[config.mk]
export PLATFORM = sky130hd
export DESIGN_NAME = aicd_top
export DESIGN_NICKNAME = d
export VERILOG_FILES = /design/src/rtl/aicd_pkg.sv /design/src/rtl/aicd_coder.sv /design/src/rtl/aicd_mux_decode.sv /design/src/rtl/aicd_top.sv
export SDC_FILE = /design/constraint.sdc
export NUM_CORES = 1
export LEC_CHECK = 0
export ABC_AREA = 0
export ABC_CLOCK_PERIOD_IN_PS = 2450
export BUFFER_PORTS_ARGS = -buffer_cell sky130_fd_sc_hd__buf_2
export CAP_MARGIN = 15
export CORE_MARGIN = 1.5
export CORE_UTILIZATION = 35
export CTS_BUF_LIST = sky130_fd_sc_hd__clkbuf_2
export DETAILED_ROUTE_END_ITERATION = 10
export GPL_TIMING_DRIVEN = 0
export SLEW_MARGIN = 10
export SYNTH_ARGS = -nofsm -noshare
export SYNTH_HDL_FRONTEND = slang
export SYNTH_HIERARCHICAL = 1
export SYNTH_SLANG_ARGS = --single-unit
[constraint.sdc]
create_clock -name mclk -period 2.45 [get_ports mclk]
set_input_delay 0.49 -clock mclk [delete_from_list [all_inputs] [get_ports mclk]]
set_output_delay 0.49 -clock mclk [all_outputs]
set_load 0.05 [all_outputs]
[src/rtl/aicd_pkg.sv]
// Package of constants for the input configuration decoder.
// Assumes a 14-bit configuration word and an 8-channel multiplexer.
package aicd_pkg;
    // ****************************
    // Word layout
    // ****************************
    localparam int CFG_WIDTH   = 14;
    localparam int INCC_HI     = 12;
    localparam int INCC_LO     = 10;
    localparam int CHSEL_HI    = 9;
    localparam int CHSEL_LO    = 7;
    localparam int BW_BIT      = 6;
    localparam int CH_WIDTH    = 3;
    localparam int NUM_CH      = 8;
    localparam int DATA_WIDTH  = 16;
    // ****************************
    // Input configuration codes
    // ****************************
    localparam logic [2:0] INCC_SINGLE    = 3'h7;
    localparam logic [2:0] INCC_COM_BIP   = 3'h2;
    localparam logic [2:0] INCC_COM_GND   = 3'h6;
    localparam logic [1:0] INCC_PAIR_BIP  = 2'h0;
    localparam logic [1:0] INCC_PAIR_GND  = 2'h2;
    // ****************************
    // Register map
    // ****************************
    localparam logic [11:0] ADDR_CFG    = 12'h000;
    localparam logic [11:0] ADDR_STATUS = 12'h004;
    localparam logic [11:0] ADDR_RESULT = 12'h008;
    localparam logic [13:0] CFG_RESET   = 14'h3FFF;
    // ****************************
    // Types
    // ****************************
    typedef enum logic [2:0] {
        AICD_SINGLE,
        AICD_COM_BIP,
        AICD_COM_GND,
        AICD_PAIR_BIP,
        AICD_PAIR_GND,
        AICD_INVALID
    } aicd_mode_t;
    // Mode decoding used by the multiplexer decoder
    function automatic aicd_mode_t decodeMode(input logic [2:0] incc);
        if (incc == INCC_SINGLE)               return AICD_SINGLE;
        else if (incc == INCC_COM_BIP)         return AICD_COM_BIP;
        else if (incc == INCC_COM_GND)         return AICD_COM_GND;
        else if (incc[2:1] == INCC_PAIR_BIP)   return AICD_PAIR_BIP;
        else if (incc[2:1] == INCC_PAIR_GND)   return AICD_PAIR_GND;
        else                                   return AICD_INVALID;
    endfunction
endpackage

[src/rtl/aicd_coder.sv]
// Output coder: straight binary or twos complement.
// Assumes raw offset-binary results from the converter core.
`timescale 1ns/10ps
module aicd_coder #(
    parameter int DW = 16
) (
    input  wire logic [DW-1:0] rawCode,
    input  wire logic          bipolar,
    output logic [DW-1:0]      codedOut
);
    always_comb begin
        codedOut = rawCode;
        if (bipolar) begin
            codedOut[DW-1] = ~rawCode[DW-1];
        end
    end
endmodule // aicd_coder

[src/rtl/aicd_mux_decode.sv]
// Decoder from configuration fields to multiplexer controls.
// Assumes a registered configuration word and sequencer channel at the input.
`timescale 1ns/10ps
module aicd_mux_decode #(
    parameter int CHW = 3
) (
    input  wire logic [2:0]     incc,
    input  wire logic [CHW-1:0] chSel,
    input  wire logic           seqActive,
    input  wire logic [CHW-1:0] seqChan,
    output logic [CHW-1:0]      posChan,
    output logic [CHW-1:0]      negChan,
    output logic                negIsCom,
    output logic                negIsGnd,
    output logic                bipolar,
    output logic                paired
);
    aicd_pkg::aicd_mode_t mode;
    logic [CHW-1:0]       rawChan;

    always_comb begin
        mode     = aicd_pkg::decodeMode(incc);
        paired   = (mode == aicd_pkg::AICD_PAIR_BIP) || (mode == aicd_pkg::AICD_PAIR_GND);
        rawChan  = seqActive ? seqChan : chSel;
        posChan  = rawChan;
        if (paired && seqActive) begin
            posChan = {rawChan[CHW-1:1], 1'b0};
        end
        negChan  = {posChan[CHW-1:1], ~posChan[0]};
        negIsCom = (mode == aicd_pkg::AICD_COM_BIP) || (mode == aicd_pkg::AICD_COM_GND);
        negIsGnd = (mode == aicd_pkg::AICD_SINGLE);
        bipolar  = (mode == aicd_pkg::AICD_COM_BIP) || (mode == aicd_pkg::AICD_PAIR_BIP);
    end
endmodule // aicd_mux_decode

[src/rtl/aicd_top.sv]
// Input configuration decoder with APB register access.
// Assumes an APB master on mclk and a converter core supplying raw codes.
//
// Added by the designer: register access over APB and the register offsets.
`timescale 1ns/10ps
// Behaviour
// - Field 111 gives single-ended inputs against ground, unipolar.
// - Field 010 gives inputs against the common input at half reference, bipolar.
// - Field 110 gives inputs against the common input as ground sense, unipolar.
// - Field 00x gives adjacent pairs with negative at half reference, bipolar.
// - Field 10x gives adjacent pairs with negative as ground sense, unipolar.
// - In paired modes an even channel value puts the positive input on an even channel.
// - In paired modes an odd channel value puts the positive input on an odd channel.
// - The sequencer in paired modes always uses even channels as positive inputs.
// - One bit selects full or quarter bandwidth for the input filter.
// - Bipolar configurations give twos complement results.
// - Unipolar configurations give straight binary results.
// - The fields live in a 14-bit configuration word written by the host.
module aicd_top #(
    parameter int CFGW = aicd_pkg::CFG_WIDTH,
    parameter int CHW  = aicd_pkg::CH_WIDTH,
    parameter int DW   = aicd_pkg::DATA_WIDTH
) (
    input  wire logic          mclk,
    input  wire logic          sys_rst,
    input  wire logic          psel,
    input  wire logic          penable,
    input  wire logic          pwrite,
    input  wire logic [11:0]   paddr,
    input  wire logic [31:0]   pwdata,
    output logic               pready,
    output logic [31:0]        prdata,
    output logic               pslverr,
    input  wire logic          seqActive,
    input  wire logic [CHW-1:0] seqChan,
    input  wire logic          rawValid,
    input  wire logic [DW-1:0] rawCode,
    output logic [CHW-1:0]     positivePairInput,
    output logic [CHW-1:0]     negativePairInput,
    output logic               negIsCom,
    output logic               negIsGnd,
    output logic               bipolarRange,
    output logic               pairedMode,
    output logic               quarterBw,
    output logic [DW-1:0]      resultOut
);
    // ****************************
    // State
    // ****************************
    logic [CFGW-1:0] cfg_ff, nxt_cfg;
    logic [DW-1:0]   result_ff, nxt_result;
    logic [31:0]     prdata_ff, nxt_prdata;
    logic            pready_ff, nxt_pready;
    logic            pslverr_ff, nxt_pslverr;
    logic [CHW-1:0]  pos_ff, neg_ff, nxt_pos, nxt_neg;
    logic            com_ff, gnd_ff, bip_ff, pair_ff, qbw_ff;
    logic            nxtCom, nxtGnd, nxtBip, nxtPair;
    logic [CHW-1:0]  decPos, decNeg;
    logic [DW-1:0]   coded;
    logic            access;

    // ****************************
    // Decode
    // ****************************
    aicd_mux_decode #(.CHW(CHW)) uDec (
        .incc      (cfg_ff[aicd_pkg::INCC_HI:aicd_pkg::INCC_LO]),
        .chSel     (cfg_ff[aicd_pkg::CHSEL_HI:aicd_pkg::CHSEL_LO]),
        .seqActive (seqActive),
        .seqChan   (seqChan),
        .posChan   (decPos),
        .negChan   (decNeg),
        .negIsCom  (nxtCom),
        .negIsGnd  (nxtGnd),
        .bipolar   (nxtBip),
        .paired    (nxtPair)
    );

    aicd_coder #(.DW(DW)) uCode (
        .rawCode  (rawCode),
        .bipolar  (bip_ff),
        .codedOut (coded)
    );

    // ****************************
    // Registers
    // ****************************
    always_comb begin
        access      = psel && penable && !pready_ff;
        nxt_cfg     = cfg_ff;
        nxt_prdata  = prdata_ff;
        nxt_pready  = access;
        nxt_pslverr = 1'b0;
        nxt_result  = rawValid ? coded : result_ff;
        nxt_pos     = decPos;
        nxt_neg     = nxtPair ? decNeg : decPos;
        if (access) begin
            nxt_prdata = 32'h0000_0000;
            if (paddr == aicd_pkg::ADDR_CFG) begin
                if (pwrite) begin
                    nxt_cfg = pwdata[CFGW-1:0];
                end else begin
                    nxt_prdata[CFGW-1:0] = cfg_ff;
                end
            end else if (paddr == aicd_pkg::ADDR_STATUS) begin
                if (!pwrite) begin
                    nxt_prdata[7:0] = {pair_ff, bip_ff, qbw_ff, gnd_ff, com_ff, pos_ff};
                end
            end else if (paddr == aicd_pkg::ADDR_RESULT) begin
                if (!pwrite) begin
                    nxt_prdata[DW-1:0] = result_ff;
                end
            end else begin
                nxt_pslverr = 1'b1;
            end
        end
    end

    always_ff @(posedge mclk) begin
        if (sys_rst) begin
            cfg_ff     <= aicd_pkg::CFG_RESET;
            result_ff  <= '0;
            prdata_ff  <= '0;
            pready_ff  <= 1'b0;
            pslverr_ff <= 1'b0;
            pos_ff     <= '0;
            neg_ff     <= '0;
            com_ff     <= 1'b0;
            gnd_ff     <= 1'b1;
            bip_ff     <= 1'b0;
            pair_ff    <= 1'b0;
            qbw_ff     <= 1'b0;
        end else begin
            cfg_ff     <= nxt_cfg;
            result_ff  <= nxt_result;
            prdata_ff  <= nxt_prdata;
            pready_ff  <= nxt_pready;
            pslverr_ff <= nxt_pslverr;
            pos_ff     <= nxt_pos;
            neg_ff     <= nxt_neg;
            com_ff     <= nxtCom;
            gnd_ff     <= nxtGnd;
            bip_ff     <= nxtBip;
            pair_ff    <= nxtPair;
            qbw_ff     <= cfg_ff[aicd_pkg::BW_BIT];
        end
    end

    assign pready            = pready_ff;
    assign prdata            = prdata_ff;
    assign pslverr           = pslverr_ff;
    assign positivePairInput = pos_ff;
    assign negativePairInput = neg_ff;
    assign negIsCom          = com_ff;
    assign negIsGnd          = gnd_ff;
    assign bipolarRange      = bip_ff;
    assign pairedMode        = pair_ff;
    assign quarterBw         = qbw_ff;
    assign resultOut         = result_ff;

    // ****************************
    // Checks
    // ****************************
    single_mode_a: assert property (@(posedge mclk) disable iff (sys_rst)
        $past(cfg_ff[12:10]) == 3'h7 && !$past(sys_rst) |-> negIsGnd && !bipolarRange)
        else $error("single-ended decode wrong");
    com_bip_a: assert property (@(posedge mclk) disable iff (sys_rst)
        $past(cfg_ff[12:10]) == 3'h2 && !$past(sys_rst) |-> negIsCom && bipolarRange)
        else $error("common bipolar decode wrong");
    com_gnd_a: assert property (@(posedge mclk) disable iff (sys_rst)
        $past(cfg_ff[12:10]) == 3'h6 && !$past(sys_rst) |-> negIsCom && !bipolarRange)
        else $error("common ground decode wrong");
    pair_bip_a: assert property (@(posedge mclk) disable iff (sys_rst)
        $past(cfg_ff[12:11]) == 2'h0 && !$past(sys_rst) |-> pairedMode && bipolarRange)
        else $error("bipolar pair decode wrong");
    pair_gnd_a: assert property (@(posedge mclk) disable iff (sys_rst)
        $past(cfg_ff[12:11]) == 2'h2 && !$past(sys_rst) |-> pairedMode && !bipolarRange)
        else $error("ground pair decode wrong");
    chan_parity_a: assert property (@(posedge mclk) disable iff (sys_rst)
        !$past(seqActive) && !$past(sys_rst) |-> positivePairInput == $past(cfg_ff[9:7]))
        else $error("positive channel wrong");
    seq_even_a: assert property (@(posedge mclk) disable iff (sys_rst)
        $past(seqActive) && pairedMode && !$past(sys_rst) |-> !positivePairInput[0])
        else $error("sequencer used odd channel");
    bw_select_a: assert property (@(posedge mclk) disable iff (sys_rst)
        !$past(sys_rst) |-> quarterBw == $past(cfg_ff[6]))
        else $error("bandwidth bit not followed");
    twos_comp_a: assert property (@(posedge mclk) disable iff (sys_rst)
        $past(rawValid) && !$past(sys_rst) |->
        resultOut[DW-1] == ($past(rawCode[DW-1]) ^ $past(bip_ff)))
        else $error("output coding wrong");
    partner_a: assert property (@(posedge mclk) disable iff (sys_rst)
        pairedMode |->
        negativePairInput == {positivePairInput[CHW-1:1], ~positivePairInput[0]})
        else $error("pair partner wrong");
    cfg_write_a: assert property (@(posedge mclk) disable iff (sys_rst)
        psel && penable && pwrite && !pready && paddr == aicd_pkg::ADDR_CFG |=>
        cfg_ff == $past(pwdata[CFGW-1:0]))
        else $error("config write lost");
endmodule // aicd_top

==> results.ini, run 1 <==
[outcome]
outcome=complete, no violations

[finish]
diodes=0
multi_input_area_sq_um=1230
area_growth_pct=26.1
fin_nets=463
final_cells=497
fillers=766
seqCellArea_sq_um=1180
drive_above_1_share=0.364

[power_and_ir_drop]
power_frac_comb=0.173
powerDensity_nw_per_um2=604
p_sw_uw=610
power_frac_clock=0.338
pwr-share-seq=0.489
p_leak_nw=1.59
peakVddDrop_uv=292
sw_frac_of_total=0.298
intPower_mw=1.44

[routing]
drtIter0Drc=62
vias=2151
routedWlPerCell_um=13.1
via_per_inst=4.33
firstDrtPassIters=4
drcViolationCount=0
antenna_left=0
wirelength_mm=6.49

[worst_setup_path]
worstPathRequired_ns=2.87
crit_buf_inv=1
r2r-start=pready$_SDFF_PP0_
end_kind=flop
cp-startpoint=pready$_SDFF_PP0_
critical_path.top_delay_family=simple AND/OR/NAND/NOR gates
slowest_delay_ns=0.40
arrival_ns=2.11
worst_path_max_delay_cell=or4_1
path_cells=nand3b_1 -> or2_2 -> or4_1 -> buf_2 -> o21ai_1
start_kind=flop
cp_max_fo=8
crit_type=reg2reg

[global_routing]
grt_pass1_vias=2097
antenna_found_initial=0
gr-total-overflow=0
grt_max_degree=11
grt_pass1_wl_mm=10.2
grtUsageTotal=0.162

[yosys]
synth_top_cell_area_share=0.440
syn-cell-area_sq_um=2690
synth-simple-area-share=0.210
ys_top_cells_by_count=dfxtp_1, nor2_1, mux2i_1
ys_types=29
synth_xor_area_frac=0.00326
yosys.area.top_type=dfxtp_1
synthMuxAreaShare=0.154
synth-compound-area-share=0.0680
ys_seq_area_frac=0.440
yosys-top-cells-area=dfxtp_1, mux2i_1, buf_4, nor2_1, nor2b_1
synth.avg_cell_area_sq_um=9.30
ys.flop_type=dfxtp_1
synth_warnings=6
async_flop_share=0
ys_seq_elements=59
yosysMostFrequentCell=dfxtp_1
synth_top_family_by_area=simple AND/OR/NAND/NOR gates
synthCells=289
synthAdderAreaFrac=0
synth_edf_count=0

[die]
num_rows=31
fp.dieArea_sq_um=8210
start_util=0.366
die_x_um=90.6
design.core.area_sq_um=7330
die_y_um=90.6
io_pins=131

[clock_network]
cts_resized=0
cts.htree.levels=3
cts_tree=built
clk_pin_slew_ns=0.18
cts-hold-fix-buffers=0
cts_max_path_buffers=2
cts_buffers=9
clock_latency_ns=0.47
clock_sinks=59
clock-root-buffer=clkbuf_2
cts_setup_buffers=0

[place]
hpwlAfterDp_mm=5.05
dp_cells=481
gp_congestion=0.725
numPortBuffers=78

[flow_run]
cap_viol_max_count=0

[hold_path]
worstHoldStart=rawCode[8]
hold_class=in2reg

[timing]
tightest_slew_ns=0.705
worst_clock_skew_ns=0.0215
period_share=0.691
slew_headroom=0.530
timing.fmax_mhz=591
min_period_ns=1.69
setup_tns_ns=0
hold_viol_final=0
holdWs_ns=0.236
setup_viol=0
rsz0062_at_grt=false
maxSlewViolCount=0

-- final timing paths --
kind	endpoint	slack, ns	cells past startpoint
worst max-delay path	prdata[8]$_SDFFE_PP0N_	0.76	5
worst min-delay path	resultOut[8]$_SDFFE_PP0P_	0.24	3
worst max register to register	prdata[8]$_SDFFE_PP0N_	0.76	5
worst min register to register	prdata[14]$_SDFFE_PP0N_	0.45	2
-- per-stage QoR --
stage               setup WS [ns]  power [mW]  instance area (sq um)   util
floorplan                   0.655        1.29                   2740      -
global route                0.633        2.14                   3390  0.462
finish                      0.758        2.05                   3390  0.462
detailed placement          0.317        1.38                   3260  0.444
global placement            0.380        1.37                   3260  0.444
CTS                         0.727        2.07                   3390  0.462
-- kinds of logic after synthesis --
group                     after synthesis
other                                   1
xor gates and xnor gates                1
AOI/OAI and AO/OA                      28
muxes                                  41
and+or+nand+nor                       106
DFF                                    59
buffers and inverters                  53
-- final cells by class --
cell class	count	share of cell area
Multi-Input combinational cell	192	0.363
Sequential cell	59	0.349
Timing Repair Buffer	78	0.115
Buffer	49	0.0938
Tap cell	99	0.0366
Clock inverter	6	0.0236
Clock buffer	10	0.0148
Inverter	4	0.00443
-- power groups by stage --
stage          Clock (mW)  Sequential, mW  Combinational, mW
2_1_floorplan           0            1.10              0.187
3_3_place_gp            0            1.02              0.352
3_5_place_dp            0            1.02              0.355
4_1_cts             0.711            1.00              0.356
5_1_grt             0.754            1.01              0.380
6_report            0.691            1.00              0.353
-- sequential cells by signal (all words and copies together), names as in the netlist --
name,flops
bipolarRange,1
cfg_ff,14
negIsCom,1
negIsGnd,1
negativePairInput,3
pairedMode,1
positivePairInput,3
prdata,16
pready,1
pslverr,1
quarterBw,1
resultOut,16
-- tightest hold or removal path: stages --
cell and delay [ns]:
buf_4 0.08, mux2i_1 0.05, nor2_1 0.07
-- layout by cell type, fill, tap and decap left out --
cell type   count
a21oi_1        10
a32o_1          8
and3_1          1
buf_1           1
buf_2          80
buf_4          33
buf_6           1
bufinv_16       2
clkbuf_1       12
clkbuf_2       10
clkinv_1        2
clkinv_2        1
clkinvlp_4      1
conb_1         16
dfxtp_1        59
inv_1           4
mux2_2          2
mux2i_1        39
nand2_1        11
nand2b_1        9
nand3_1         1
nand3_2         1
nand3b_1        1
nand4_1         1
nor2_1         50
nor2b_1        16
nor3_2          1
nor4_4          3
o21a_1          1
o21ai_0         1
o21ai_1         8
or2_2          10
or4_1           1
xor2_1          1
-- layer usage --
metal	part of all wire	global-route usage	vias to the layer above
met4	0.019	0.0860	0
met2	0.48	0.258	71
li1	-	-	1116
met1	0.45	0.200	954
met5	0	0	-
met3	0.059	0.0421	10
No activity file was read; power rests on OpenSTA's default activity.
==> inputs of run 2 (changes only) <==
- ABC_AREA: 0 -> 1
- ABC_CLOCK_PERIOD_IN_PS: 2450 -> 1800
- clock period: 2.45 -> 1.8 ns (I/O delays scaled with it)
==> run 2 against run 1 <==
  * Hold slack worse by 0.18 ns
  * Non-clock buffer count up 1
  * Combinational power rose by 38%
  * Largest cell class unchanged
  * Largest power group unchanged
==> results.ini, run 2 <==
[outcome]
outcome=complete, no violations

[routing]
drcViolationCount=0  ; unchanged
via_per_inst=4.53  ; +4.7%
wirelength_mm=7.20  ; +11%
antenna_left=0  ; unchanged
firstDrtPassIters=4  ; unchanged
drtIter0Drc=91  ; +47%
wl_met3_um=557  ; +46%
top_layer=met4
routedWlPerCell_um=12.0  ; -8.2%
wl_met2_mm=3.40  ; +9.9%
wl_met1_mm=3.18  ; +9.9%
vias=2723  ; +27%

[finish]
diodes=0  ; unchanged
final_common_cell=nand2_1
fin_util=0.460  ; -0.00181
multi_input_area_sq_um=1250  ; +1.4%
area_growth_pct=26.0  ; about the same
fin_area_sq_um=3570  ; +5.5%
fillers=817  ; +6.7%
layout_common_cells=nand2_1, buf_2, dfxtp_1, nand3_1, nor2_1
final_cells=601  ; +21%
drive_above_1_share=0.323  ; -0.0417
seqCellArea_sq_um=1180  ; unchanged
fin_nets=564  ; +22%

[die]
num_rows=32  ; +3.2%
io_pins=131  ; unchanged
fp.dieArea_sq_um=8650  ; +5.4%
die_x_um=93.0  ; +2.7%
die_y_um=93.0  ; +2.7%
start_util=0.365  ; -0.00127
design.core.area_sq_um=7770  ; +6.0%

[yosys]
ys.flop_type=dfxtp_1
synth.avg_cell_area_sq_um=7.31  ; -21%
ys_seq_elements=59  ; unchanged
ys_seq_area_frac=0.416  ; -0.0233
yosys.area.top_type=dfxtp_1
yosys-top-cells-area=dfxtp_1, nand2_1, buf_4, nand3_1, nor2_1
syn-cell-area_sq_um=2840  ; +5.6%
synthCells=388  ; +34%
synth_warnings=6  ; unchanged
ys_top_cells_by_count=nand2_1, dfxtp_1, nand3_1
ys_types=24  ; -17%
synth_edf_count=0  ; unchanged
async_flop_share=0  ; unchanged
synth_top_cell_area_share=0.416  ; -0.0233
yosysMostFrequentCell=nand2_1

[flow_run]
cap_viol_max_count=0  ; unchanged

[place]
dp_cells=585  ; +22%
hpwlAfterDp_mm=5.63  ; +12%
numPortBuffers=80  ; +2.6%
gp_congestion=0.836  ; +15%
dp_slack_ns=0.148  ; -0.169 ns
dpl_cell_area_sq_um=3420  ; +5.0%

[clock_network]
cts_buffers=9  ; unchanged
cts_setup_buffers=0  ; unchanged
cts-hold-fix-buffers=0  ; unchanged
cts_resized=0  ; unchanged
clk_pin_slew_ns=0.18  ; about the same
clock_latency_ns=0.50  ; +0.03 ns
cts_tree=built
clock-root-buffer=clkbuf_2
cts.htree.levels=3  ; unchanged
clock_sinks=59  ; unchanged
cts_max_path_buffers=2  ; unchanged

[worst_setup_path]
crit_type=reg2out
crit_cells=1  ; -4
worst_path_max_delay_cell=dfxtp_1
ff2ff_path_depth=5  ; unchanged
cp_max_fo=2  ; -6
endpoint=pready
critical_path.top_delay_family=flip-flops
slowest_delay_ns=0.42  ; +0.02 ns
cp-startpoint=pready$_SDFF_PP0_
arrival_ns=1.20  ; -0.91 ns
crit_buf_inv=1  ; unchanged
start_kind=flop
path_cells=buf_2
r2r_setup_slack_ns=0.36  ; -0.40 ns
timing.rr.end=prdata[14]$_SDFFE_PP0N_
worstPathRequired_ns=1.44  ; -1.43 ns
r2r-start=pready$_SDFF_PP0_
end_kind=primary output

[hold_path]
hold-path-cell-count=3  ; unchanged
hold_class=in2reg

[global_routing]
grt_max_degree=11  ; unchanged
gr-total-overflow=0  ; unchanged
grt_pass1_vias=2554  ; +22%
antenna_found_initial=0  ; unchanged
grtUsageTotal=0.174  ; +0.0119
grt_pass1_wl_mm=11.6  ; +13%

[timing]
period_share=0.869
setup_tns_ns=0  ; unchanged
timing.fmax_mhz=639
min_period_ns=1.56
holdWs_ns=0.0535  ; -0.183 ns
setup_viol=0  ; unchanged
hold_viol_final=0  ; unchanged
maxSlewViolCount=0  ; unchanged
rsz0062_at_grt=false
worst_clock_skew_ns=0.0335  ; +0.0120 ns
layout_setup_ws_ns=0.236  ; -0.521 ns

[power_and_ir_drop]
p_leak_nw=1.94  ; +22%
powerDensity_nw_per_um2=825  ; +37%
peakVddDrop_uv=327  ; +12%
power_mw=2.95  ; +44%

[run 2: cell types whose count changed in the layout (fill, tap and decap cells not counted), moves of 4 or more]
cell / previous run / this run
nor2b_1: 16 / 0
inv_1: 4 / 29
inv_2: 0 / 4
o21a_1: 1 / 6
nand2_1: 11 / 87
nor2_1: 50 / 46
nand3_1: 1 / 47
nand2_2: 0 / 5
o21ai_0: 1 / 16
a32o_1: 8 / 0
o21ai_1: 8 / 0
a21oi_1: 10 / 18
mux2i_1: 39 / 0
nand2b_1: 9 / 0
[run 2: worst min-delay path by stage]
stage,from,endpoint,slack (ns)
after floorplan,cfg_ff[6]$_SDFFE_PP1P_,quarterBw$_SDFF_PP0_,0.43
after global placement,prdata[14]$_SDFFE_PP0N_,prdata[14]$_SDFFE_PP0N_,0.45
after detailed placement,prdata[6]$_SDFFE_PP0N_,prdata[6]$_SDFFE_PP0N_,0.46
after CTS,pwdata[2],cfg_ff[2]$_SDFFE_PP1P_,0.02
after global routing,pwdata[4],cfg_ff[4]$_SDFFE_PP1P_,0.03
final,pwdata[2],cfg_ff[2]$_SDFFE_PP1P_,0.05
[run 2: report_power, final]
group	switching (mW)	internal, mW
registers	0.0267	1.34
logic	0.340	0.147
clock network	0.495	0.597
[run 2: logic make-up after synthesis]
group	Yosys count	share of synthesized area
AOI/OAI and AO/OA	43	0.0851
DFF	59	0.416
other	1	0.00132
buffers and inverters	83	0.164
and+or+nand+nor	202	0.333
[run 2: layer usage]
metal	vias up	GRT usage
li1	1391	-
met4	0	0.0682
met5	-	0
met3	6	0.0423
met1	1230	0.216
met2	96	0.290
[run 2: final cells by class]
type	instances	share of cell area
well taps	102	0.0357
multi-input cells	261	0.349
flip-flops and latches	59	0.330
plain buffers	48	0.0928
inverters	35	0.0375
repair buffers	80	0.112
clock inverters	6	0.0291
clock buffers	10	0.0140
